`src/rtl/ids_pkg.sv`:
```
// Package with constants and types for the input debounce scanner
package ids_pkg;
	localparam int unsigned CLK_HZ       = 50_000_000;
	localparam int unsigned NUM_IN       = 12;
	// Times in microseconds as printed, except DLY_25_NS in nanoseconds
	localparam int unsigned DEB_DC_US    = 20_000;
	localparam int unsigned DLY_25_NS    = 25_000;
	localparam int unsigned DLY_250_US   = 250;
	localparam int unsigned DLY_400_US   = 400;
	localparam int unsigned DLY_200_US   = 200;
	localparam int unsigned LONG50_US    = 40_000;
	localparam int unsigned LONG60_US    = 33_300;
	localparam int unsigned SHORT50_US   = 20_000;
	localparam int unsigned SHORT60_US   = 16_700;
	localparam int unsigned SCREEN_B_US  = 80;
	// Cycle counts (1 us = 50 cycles)
	localparam int unsigned CYC_PER_US   = CLK_HZ / 1_000_000;
	localparam int unsigned DEB_DC_CYC   = DEB_DC_US * CYC_PER_US;
	localparam int unsigned DLY_25_CYC   = (DLY_25_NS * CYC_PER_US + 999) / 1000;
	localparam int unsigned DLY_250_CYC  = DLY_250_US * CYC_PER_US;
	localparam int unsigned DLY_400_CYC  = DLY_400_US * CYC_PER_US;
	localparam int unsigned DLY_200_CYC  = DLY_200_US * CYC_PER_US;
	localparam int unsigned LONG50_CYC   = LONG50_US * CYC_PER_US;
	localparam int unsigned LONG60_CYC   = LONG60_US * CYC_PER_US;
	localparam int unsigned SHORT50_CYC  = SHORT50_US * CYC_PER_US;
	localparam int unsigned SHORT60_CYC  = SHORT60_US * CYC_PER_US;
	localparam int unsigned SCREEN_B_CYC = SCREEN_B_US * CYC_PER_US;
	localparam int unsigned CNT_W        = 24;
	localparam int unsigned FC_W         = 16;
	// Configuration carried as one struct
	typedef struct packed {
		logic debounce_en;  // Debounce on
		logic ac_mode;      // Inputs are AC half-wave
		logic mains_60hz;   // 60 Hz mains
	} ids_cfg_t;
	typedef enum logic [1:0] {IDS_IDLE, IDS_LOAD, IDS_WAIT} ids_scr_t;
endpackage

```
`src/rtl/ids_scanner.sv`:
```
// Input debounce scanner: DC/AC filtering, frozen image, fast counters
module ids_scanner import ids_pkg::*; #(
	parameter int unsigned DEB_CYC   = DEB_DC_CYC,
	parameter int unsigned L50_CYC   = LONG50_CYC,
	parameter int unsigned L60_CYC   = LONG60_CYC,
	parameter int unsigned S50_CYC   = SHORT50_CYC,
	parameter int unsigned S60_CYC   = SHORT60_CYC,
	parameter int unsigned D250_CYC  = DLY_250_CYC,
	parameter int unsigned D400_CYC  = DLY_400_CYC,
	parameter int unsigned D200_CYC  = DLY_200_CYC
) (
	input  wire logic              clk_sys,         // 50 MHz clock
	input  wire logic              rst,             // Async reset, high
	input  wire logic [NUM_IN-1:0] input_terminals, // Raw terminal levels
	input  wire ids_cfg_t          cfg,             // Debounce/AC/mains setting
	input  wire logic              cycle_start,     // Program cycle start pulse
	input  wire logic [15:0]       screen_bytes,    // Screen size for load
	input  wire logic              screen_load,     // Mask change pulse
	output logic [NUM_IN-1:0]      image_r,         // Frozen input image
	output logic [FC_W-1:0]        fast_counter_a,  // Counts on input 1
	output logic [FC_W-1:0]        fast_counter_b,  // Counts on input 2
	output logic [FC_W-1:0]        fast_counter_c,  // Counts on input 3
	output logic                   screen_busy_r    // Screen load active
);
	logic [NUM_IN-1:0] sync1_r, sync2_r, filt_r, prev_r;
	logic [CNT_W-1:0]  scan_cnt_r;
	logic              scan_tick;
	logic [CNT_W-1:0]  scan_len;

	// Two-flop synchroniser for terminals
	always_ff @(posedge clk_sys or posedge rst) begin
		if (rst) begin
			sync1_r <= '0;
			sync2_r <= '0;
		end else begin
			sync1_r <= input_terminals;
			sync2_r <= sync1_r;
		end
	end

	// AC scan period: long with debounce, short without, by mains
	always_comb begin
		if (cfg.debounce_en)
			scan_len = cfg.mains_60hz ? CNT_W'(L60_CYC) : CNT_W'(L50_CYC);
		else
			scan_len = cfg.mains_60hz ? CNT_W'(S60_CYC) : CNT_W'(S50_CYC);
	end
	assign scan_tick = (scan_cnt_r >= scan_len - CNT_W'(1));

	// Shared scan period divider
	always_ff @(posedge clk_sys or posedge rst) begin
		if (rst)
			scan_cnt_r <= '0;
		else if (scan_tick)
			scan_cnt_r <= '0;
		else
			scan_cnt_r <= scan_cnt_r + CNT_W'(1);
	end

	// Per-input filter, one slice per terminal
	// DC slices count persistence of a pending edge; AC slices latch half-waves
	// Mode changes clear the other mode's state, so no stale count survives
	// A setting change mid-period only shortens or stretches that one period
	genvar g;
	generate
		for (g = 0; g < NUM_IN; g++) begin : g_in
			logic [CNT_W-1:0] cnt_r;      // DC persistence counter
			logic             seen_r;     // Half-wave seen this period
			logic [1:0]       hist_r;     // Last two period results
			logic [CNT_W-1:0] on_len;     // Cycles a rise must persist
			logic [CNT_W-1:0] off_len;    // Cycles a fall must persist
			logic [CNT_W-1:0] dc_len;     // Persistence for the pending edge
			logic             period_hit; // Half-wave in the closing period
			logic             dc_done;    // DC level persisted long enough
			logic             dc_flt_nxt; // DC filter next value
			logic             ac_flt_nxt; // AC filter next value

			// Rise delay: fast group or slow group, or debounce time
			always_comb begin
				if (cfg.debounce_en)
					on_len = CNT_W'(DEB_CYC);
				else if (g < 4)
					on_len = CNT_W'(DLY_25_CYC);
				else
					on_len = CNT_W'(D250_CYC);
			end

			// Fall delay: three hardware groups, or debounce time
			always_comb begin
				if (cfg.debounce_en)
					off_len = CNT_W'(DEB_CYC);
				else if (g < 4)
					off_len = CNT_W'(DLY_25_CYC);
				else if (g == 6 || g == 7 || g == 10 || g == 11)
					off_len = CNT_W'(D200_CYC);
				else
					off_len = CNT_W'(D400_CYC);
			end

			// Pending edge picks its own persistence time
			assign dc_len     = sync2_r[g] ? on_len : off_len;
			assign dc_done    = (sync2_r[g] != filt_r[g]) && (cnt_r >= dc_len - CNT_W'(1));
			assign period_hit = seen_r | sync2_r[g];

			// DC persistence counter, any reversal restarts it
			always_ff @(posedge clk_sys or posedge rst) begin
				if (rst)
					cnt_r <= '0;
				else if (cfg.ac_mode || sync2_r[g] == filt_r[g] || dc_done)
					cnt_r <= '0;
				else
					cnt_r <= cnt_r + CNT_W'(1);
			end

			// Half-wave latch, cleared at each period end
			always_ff @(posedge clk_sys or posedge rst) begin
				if (rst)
					seen_r <= 1'b0;
				else if (!cfg.ac_mode || scan_tick)
					seen_r <= 1'b0;
				else if (sync2_r[g])
					seen_r <= 1'b1;
			end

			// Period history for the two-period AC decision
			always_ff @(posedge clk_sys or posedge rst) begin
				if (rst)
					hist_r <= 2'h0;
				else if (!cfg.ac_mode)
					hist_r <= 2'h0;
				else if (scan_tick)
					hist_r <= {hist_r[0], period_hit};
			end

			// DC next value: take the level once it persisted
			always_comb begin
				dc_flt_nxt = filt_r[g];
				if (dc_done)
					dc_flt_nxt = sync2_r[g];
			end

			// AC next value at period end; bounce may miss one period
			always_comb begin
				ac_flt_nxt = filt_r[g];
				if (scan_tick) begin
					if (!cfg.debounce_en)
						ac_flt_nxt = period_hit;
					else if (hist_r[0] && period_hit)
						ac_flt_nxt = 1'b1;
					else if (!hist_r[0] && !period_hit)
						ac_flt_nxt = 1'b0;
				end
			end

			// Filtered contact state
			always_ff @(posedge clk_sys or posedge rst) begin
				if (rst)
					filt_r[g] <= 1'b0;
				else
					filt_r[g] <= cfg.ac_mode ? ac_flt_nxt : dc_flt_nxt;
			end
		end
	endgenerate

	// Image updates only at cycle start, frozen otherwise
	// Link traffic only stretches the cycle; the image follows cycle_start
	always_ff @(posedge clk_sys or posedge rst) begin
		if (rst)
			image_r <= '0;
		else if (cycle_start)
			image_r <= filt_r;
	end

	// Previous synchronised levels, reset to the idle low level of the pins
	always_ff @(posedge clk_sys or posedge rst) begin
		if (rst)
			prev_r <= '0;
		else
			prev_r <= sync2_r;
	end

	// Fast counter on terminal 1: raw rising edges, no debounce, no cycle tie
	always_ff @(posedge clk_sys or posedge rst) begin
		if (rst)
			fast_counter_a <= '0;
		else if (sync2_r[0] && !prev_r[0])
			fast_counter_a <= fast_counter_a + FC_W'(1);
	end

	// Fast counter on terminal 2
	always_ff @(posedge clk_sys or posedge rst) begin
		if (rst)
			fast_counter_b <= '0;
		else if (sync2_r[1] && !prev_r[1])
			fast_counter_b <= fast_counter_b + FC_W'(1);
	end

	// Fast counter on terminal 3
	always_ff @(posedge clk_sys or posedge rst) begin
		if (rst)
			fast_counter_c <= '0;
		else if (sync2_r[2] && !prev_r[2])
			fast_counter_c <= fast_counter_c + FC_W'(1);
	end

	// Screen load timer: bytes times 80 us, independent of cycle
	// Screen size also sets the program memory share; budgeting is the caller's
	logic [31:0] scr_cnt_r;
	always_ff @(posedge clk_sys or posedge rst) begin
		if (rst) begin
			scr_cnt_r     <= '0;
			screen_busy_r <= 1'b0;
		end else if (screen_load && screen_bytes != 16'h0000) begin
			scr_cnt_r     <= 32'(screen_bytes) * 32'(SCREEN_B_CYC);
			screen_busy_r <= 1'b1;
		end else if (scr_cnt_r > 32'h1) begin
			scr_cnt_r <= scr_cnt_r - 32'h1;
		end else begin
			scr_cnt_r     <= '0;
			screen_busy_r <= 1'b0;
		end
	end
endmodule

```
`config.mk`:
```
export PLATFORM = sky130hd
export DESIGN_NAME = ids_scanner
export DESIGN_NICKNAME = d
export VERILOG_FILES = /design/src/rtl/ids_pkg.sv /design/src/rtl/ids_scanner.sv
export SDC_FILE = /design/constraint.sdc
export NUM_CORES = 1
export LEC_CHECK = 0
export BUFFER_PORTS_ARGS = -buffer_cell sky130_fd_sc_hd__buf_4
export CAP_MARGIN = 20
export CELL_PAD_IN_SITES_DETAIL_PLACEMENT = 1
export CELL_PAD_IN_SITES_GLOBAL_PLACEMENT = 1
export CORE_MARGIN = 2
export CORE_UTILIZATION = 30
export CTS_CLUSTER_SIZE = 8
export DETAILED_ROUTE_END_ITERATION = 8
export PLACE_DENSITY_LB_ADDON = 0.1
export SYNTH_ARGS = -nofsm -noshare
export SYNTH_HDL_FRONTEND = slang
export SYNTH_SLANG_ARGS = --single-unit
```
`constraint.sdc`:
```
create_clock -name clk_sys -period 17.3 [get_ports clk_sys]
set_input_delay 1.73 -clock clk_sys [delete_from_list [all_inputs] [get_ports clk_sys]]
set_output_delay 1.73 -clock clk_sys [all_outputs]
set_load 0.05 [all_outputs]
```
==> metrics.cfg, run 1 <==
[synth]
ys_async_sr_fraction_pct=100
synth.area.top_cells=dfrtp_1, ha_1, nor2_1
synth_flop_cell=dfrtp_1
ys_top_cells_by_count=nor2_1, dfrtp_1, ha_1, xor2_1, nand2_1
ys_seq_area_share_pct=40.9
muxShareOfSynthArea_pct=0.800
synth_compound_area_share_pct=7.91
synthCells=2911
synth-seq-cells=468
yosysTopAreaCellShare_pct=40.9
synth_top_family_by_area=simple AND/OR/NAND/NOR gates
synth-edff-count=0
yosys.area_share.simple_pct=18.8
synthXorXnorAreaFrac_pct=10.9
synth.avg_cell_area_um2=9.83
synthDistinctLibCells=75
synth_most_common_cell=nor2_1
synthAdderAreaFrac_pct=17.8
netlist_area_um2=28600
synth_area_leader_cell=dfrtp_1
yosys_warnings=0

[worst_setup_path]
reg2reg_depth=10
worstSetupPathType=primary input to flop
cp.arrival_ns=6.18
crit_fanout=5
worstPathRequired_ns=17.74
setup.worst_path.start_class=primary input
cp-end-kind=flop

[layout]
areaGrowthSynthToFinish_pct=15.1
diodes=0
nFillCells=10700
fin_nets=3488
drive_above_1_share_pct=7.66
instances_no_fill=4359
fin_area_um2=32900

[routing]
drtIter0Drc=749
drt-vias-per-instance=4.89
wl_um=71700
drt_pass1_iterations=4
wl_per_cell_um=16.4
route.detailed.drc=0
vias=21300
postRouteAntennaNets=0

[timing]
fin_tns_setup_ns=0
report.final.slew_viol_count=0
setup_viol=0
post-route-min-period_ns=5.74
rsz0062_at_grt=no
finClkSkew_ns=0.0314
timing.fmax_ghz=0.174
fin_crit_sh_pct=33.2
tightest_slew_ns=1.04
hold_viol=0
max-slew-margin-rel_pct=31.0

[global_route]
antenna_found_initial=2
grt_pass1_vias=23500
grt_util_all_layers_pct=15.1
grt_max_degree=169
grt_overflow=0
grt_pass1_wl_um=122000

[clock_network]
cts_resized=0
cts_sinks=468
clkTransAtPathRegs_ns=0.05
cts_tree=done
clock_latency_ns=0.62
postCtsHoldBufs=0
postCtsSetupRepairBufs=0
cts-buffers-inserted=70
cts_max_level=3
clock_path_buffers=3
cts_root_buffer=clkbuf_16

[job]
cap_violations=0

[hold_path]
hold_class=flop to flop
hold_depth=0

[pwr]
powerDensity_nw_per_um2=105
ir_drop_v=0.0000595
p_leak_nw=15.2

[run_status]
status=finished clean

[place]
numPortBuffers=95
dpl_cell_area_um2=30900
dpl.hpwl_um=50900
gp_congestion=0.776
dp.cells=4270

[die]
core-area_um2=94700
rows=113
pin_count=96
die_width_um=313
die_h_um=313
die_area_um2=97800
start_util_pct=30.2

[cells by family (layout without fill, tap and decap cells)]
group,after synthesis,after routing
muxes,21,21
and+or+nand+nor,1136,1136
xor gates and xnor gates,356,356
adders and majority gates,375,375
buffers and inverters,208,342
DFF,468,468
other,2,51
AOI/OAI and AO/OA,345,345
[where the power goes]
| group | total (mW) | switching [mW] | leakage, nW | internal (mW) |
|---|---|---|---|---|
| sequential | 1.27 | 0.0928 | 6.28 | 1.18 |
| combinational | 0.923 | 0.569 | 7.91 | 0.354 |
| clock | 1.27 | 0.509 | 0.974 | 0.762 |
| total | 3.47 | 1.17 | 15.2 | 2.29 |
[final timing paths]
check	slack, ns	startpoint	to
max	11.56	screen_bytes[5]	scr_cnt_r[21]
min	0.34	sync1_r[5]	sync2_r[5]
max reg2reg	13.77	sync2_r[5]	g_in[5].cnt_r[18]
min reg2reg	0.34	sync1_r[5]	sync2_r[5]
max in group asynchronous	13.34	rst	scr_cnt_r[22]
min in group asynchronous	1.19	rst	g_in[8].cnt_r[8]
[per-layer routing]
layer,GRT usage [%],vias to the layer above,wire (um)
li1,-,10300,-
met1,19.5,10700,33600
met2,25.9,169,34600
met3,2.28,91,2030
met4,4.38,0,1470
met5,0,-,0
[worst max-delay path, cell delays in order]
cell and delay, ns:
buf_4 0.12, inv_1 0.25, fa_1 0.52, fa_1 0.55, fa_1 0.45, fa_1 0.51, inv_1 0.05, ha_1 0.34
a21oi_1 0.19, nand2_1 0.06, o21ai_0 0.54, a21oi_1 0.27, a211oi_1 0.34, xor2_1 0.18, o22ai_1 0.09
[layout make-up]
cell class	instances	area, um2	area share, %
Multi-Input combinational cell	2284	16300	49.4
Sequential cell	468	11700	35.6
Clock buffer	81	1880	5.72
Tap cell	1265	1580	4.81
Timing Repair Buffer	108	831	2.52
Inverter	146	558	1.69
Clock inverter	7	101	0.308
[state kept, by name, summed over array words and instances (netlist names), 16 cells and up]
name            count
g_in.cnt_r        288
scr_cnt_r          32
scan_cnt_r         24
fast_counter_a     16
fast_counter_b     16
fast_counter_c     16
[cells in the final DEF (no fill, tap or decap), types with 57 or more instances in the layout]
| cell | synthesis | final |
|---|---|---|
| nor2_1 | 481 | 481 |
| ha_1 | 321 | 321 |
| o21ai_0 | 57 | 57 |
| and3_1 | 70 | 70 |
| xnor2_1 | 154 | 154 |
| nand2_1 | 181 | 181 |
| buf_4 | 2 | 106 |
| a21oi_1 | 102 | 102 |
| dfrtp_1 | 468 | 468 |
| nand4_1 | 82 | 82 |
| xor2_1 | 202 | 202 |
| clkbuf_16 | 0 | 71 |
| inv_1 | 146 | 144 |
| nand3_1 | 147 | 147 |
[stage by stage]
step / utilization (%) / total power [mW] / hold WS (ns) / worst slack [ns]
floorplan: - / 1.95 / 0.331 / 2.52
finish: 34.8 / 3.47 / 0.338 / 11.56
detailed placement: 32.7 / 2.23 / 0.336 / 10.92
global placement: 32.7 / 2.21 / 0.335 / 10.99
CTS: 34.8 / 3.56 / 0.339 / 11.54
global route: 34.8 / 3.70 / 0.355 / 11.20
Note: power is estimated with default switching activity, not from simulation.
==> run 2: changes to the inputs <==
Clock period 17.3 ns to 5.65 ns, I/O delays scaled along.
==> run 2 against run 1 <==
Die area is the same; largest cell class unchanged; sequential share of layout area is essentially flat; final cell count grew 0.14%; critical endpoint is now scr_cnt_r[25].
==> metrics.cfg, run 2 (synthesis results as in run 1) <==
[routing]
drt_pass1_iterations=4  ; unchanged
drt-vias-per-instance=4.89  ; about the same
route.detailed.drc=0  ; unchanged
wl_per_cell_um=16.3  ; was 16.4 um
drtIter0Drc=615  ; was 749
wl_um=71200  ; was 71700 um
vias=21300  ; about the same
postRouteAntennaNets=0  ; unchanged

[worst_setup_path]
worstPathRequired_ns=6.11  ; was 17.74 ns
crit_fanout=5  ; unchanged
cp-startpoint=screen_bytes[9]  ; was screen_bytes[5]
cp.depth=14  ; was 15
reg2reg_depth=10  ; unchanged
crit_end=scr_cnt_r[25]  ; was scr_cnt_r[21]
rrSetupSlack_ns=2.13  ; was 13.77 ns
crit_family=adder cells  ; unchanged
cpMaxStageDelayCell=fa_1  ; unchanged
crit_top_cell=fa_1  ; unchanged
reg2reg_from=sync2_r[4]  ; was sync2_r[5]
cp_cell_sequence=buf_4 > inv_1 > fa_1 > fa_1 > fa_1 > fa_1 > inv_1 > ha_1 > a211oi_1 > nor2_1 > o41a_1 > a311oi_1 > xor2_1 > o22ai_1  ; was buf_4 > inv_1 > fa_1 > fa_1 > fa_1 > fa_1 > inv_1 > ha_1 > a21oi_1 > nand2_1 > o21ai_0 > a21oi_1 > a211oi_1 > xor2_1 > o22ai_1
worstSetupPathType=primary input to flop  ; unchanged
setup.worst_path.start_class=primary input  ; unchanged
slowest_delay_ns=0.54  ; was 0.55 ns
r2r_end=g_in[4].cnt_r[13]  ; was g_in[5].cnt_r[18]
critPathBufInv=3  ; unchanged
cp-end-kind=flop  ; unchanged
cp.arrival_ns=4.72  ; was 6.18 ns

[place]
gp_congestion=0.797  ; was 0.776
dpl.hpwl_um=50500  ; was 50900 um
numPortBuffers=95  ; unchanged
dp_slack_ns=0.745  ; was 10.92 ns

[layout]
layout_common_cells=nor2_1, dfrtp_1, ha_1, xor2_1, nand2_1  ; unchanged
areaGrowthSynthToFinish_pct=15.0  ; was 15.1%
regArea_um2=11700  ; unchanged
multiInputGateArea_um2=16300  ; unchanged
nFillCells=10800  ; was 10700
top_regs=g_in.cnt_r x288, scr_cnt_r x32, scan_cnt_r x24  ; unchanged
diodes=0  ; unchanged
drive_above_1_share_pct=7.71  ; was 7.66%
largest_register_ffs=288  ; unchanged
fin_nets=3497  ; was 3488
final_common_cell=nor2_1  ; unchanged
top_register=g_in.cnt_r  ; unchanged

[pwr]
p_comb_share_pct=27.2  ; was 26.6%
p_sw_share_pct=34.2  ; was 33.8%
p_switching_mw=3.58  ; was 1.17 mW
seq_power_share_pct=37.1  ; was 36.7%
ir_drop_v=0.000194  ; was 0.0000595 V
p_leak_nw=15.1  ; was 15.2 nW
p_clk_share_pct=35.7  ; was 36.7%
powerDensity_nw_per_um2=318  ; was 105 nW/um2
p_int_mw=6.90  ; was 2.29 mW

[timing]
report.final.slew_viol_count=0  ; unchanged
fin_crit_sh_pct=75.4
post-route-min-period_ns=4.26
tightest_slew_ns=1.09  ; was 1.04 ns
fin_tns_setup_ns=0  ; unchanged
setup_viol=0  ; unchanged
timing.fmax_ghz=0.235
rsz0062_at_grt=no  ; unchanged
worst_slack_ns=1.39  ; was 11.56 ns
max-slew-margin-rel_pct=27.6  ; was 31.0%
hold_viol=0  ; unchanged
finClkSkew_ns=0.0173  ; was 0.0314 ns

[die]
start_util_pct=30.2  ; unchanged
pin_count=96  ; unchanged
rows=113  ; unchanged
core-area_um2=94700  ; unchanged
die_width_um=313  ; unchanged
die_h_um=313  ; unchanged
die_area_um2=97800  ; unchanged

[clock_network]
cts_root_buffer=clkbuf_16  ; unchanged
clock_path_buffers=3  ; unchanged
cts_tree=done  ; unchanged
cts-buffers-inserted=69  ; was 70
cts_max_level=3  ; unchanged
cts_sinks=468  ; unchanged
clock_latency_ns=0.62  ; about the same
clkTransAtPathRegs_ns=0.05  ; about the same
cts_resized=0  ; unchanged

[run_status]
status=finished clean  ; unchanged

[global_route]
grt_pass1_vias=23400  ; was 23500
grt_max_degree=159  ; was 169
antenna_found_initial=1  ; was 2
grt_util_all_layers_pct=14.9  ; was 15.1%
grt_overflow=0  ; unchanged
grt_pass1_wl_um=122000  ; about the same

[hold_path]
hold_class=primary input to flop  ; was flop to flop

[job]
cap_violations=0  ; unchanged

## run 2: cell count changes in the layout (fill, tap and decap cells not counted), moves of 2 or more
cell       before  now
buf_4         106  114
clkbuf_1        3    6
clkbuf_8        7    0
clkbuf_16      71   69
## run 2: power groups by stage
| stage | logic, mW | clock network [mW] | registers [mW] |
|---|---|---|---|
| after floorplan | 1.81 | 0 | 4.17 |
| after global placement | 2.86 | 0 | 3.93 |
| after detailed placement | 2.90 | 0 | 3.94 |
| after CTS | 2.92 | 3.95 | 3.89 |
| after global routing | 3.23 | 4.07 | 3.93 |
| final | 2.85 | 3.74 | 3.88 |
## run 2: final cells by class
type / count / share of cell area [%]
Clock buffer: 75 / 5.32
Clock inverter: 9 / 0.342
Inverter: 146 / 1.68
Multi-Input combinational cell: 2284 / 49.4
Sequential cell: 468 / 35.6
Tap cell: 1265 / 4.81
Timing Repair Buffer: 118 / 2.80
## run 2: how the worst min path moves through the flow
stage / start / end / slack (ns) / cells after the start
after global placement: sync1_r[6] / sync2_r[6] / 0.33 / 0
after CTS: input_terminals[4] / sync1_r[4] / 0.01 / 1
after global routing: input_terminals[4] / sync1_r[4] / 0.02 / 1
after floorplan: sync1_r[0] / sync2_r[0] / 0.33 / 0
after detailed placement: sync1_r[2] / sync2_r[2] / 0.34 / 0
final: input_terminals[4] / sync1_r[4] / 0.06 / 1
## run 2: routing by layer
metal,wire length [um],global-route usage (%)
met1,34000,19.6
met2,33700,25.4
met5,0,0
met4,1480,4.37
met3,2030,2.24
## run 2: metrics by stage
stage	instance area, um2	instances	util [%]	hold WS, ns	power [mW]
final	32900	4365	34.7	0.0614	10.5
after global routing	32900	4365	34.7	0.0234	11.2
after CTS	32900	4364	34.7	0.0117	10.8
after detailed placement	31000	4279	32.7	0.336	6.84
after global placement	31000	4279	32.7	0.334	6.78
after floorplan	28800	2960	-	0.331	5.99
## run 2: worst register-to-register path: stages, from the launching register on
cell and delay [ns]:
dfrtp_1 0.50, nand2_1 0.22, inv_1 0.22, ha_1 0.27, a21oi_1 0.15, a21oi_1 0.08
o211ai_1 0.21, a21oi_1 0.10, nor4_1 0.73, nand2_1 0.65, nor2_1 0.29
## run 2: timing repair
item / CTS / global route
setup buffers: 0 / 0
hold buffers: 1 / 0
endpoints found under the hold margin: 7 / 0
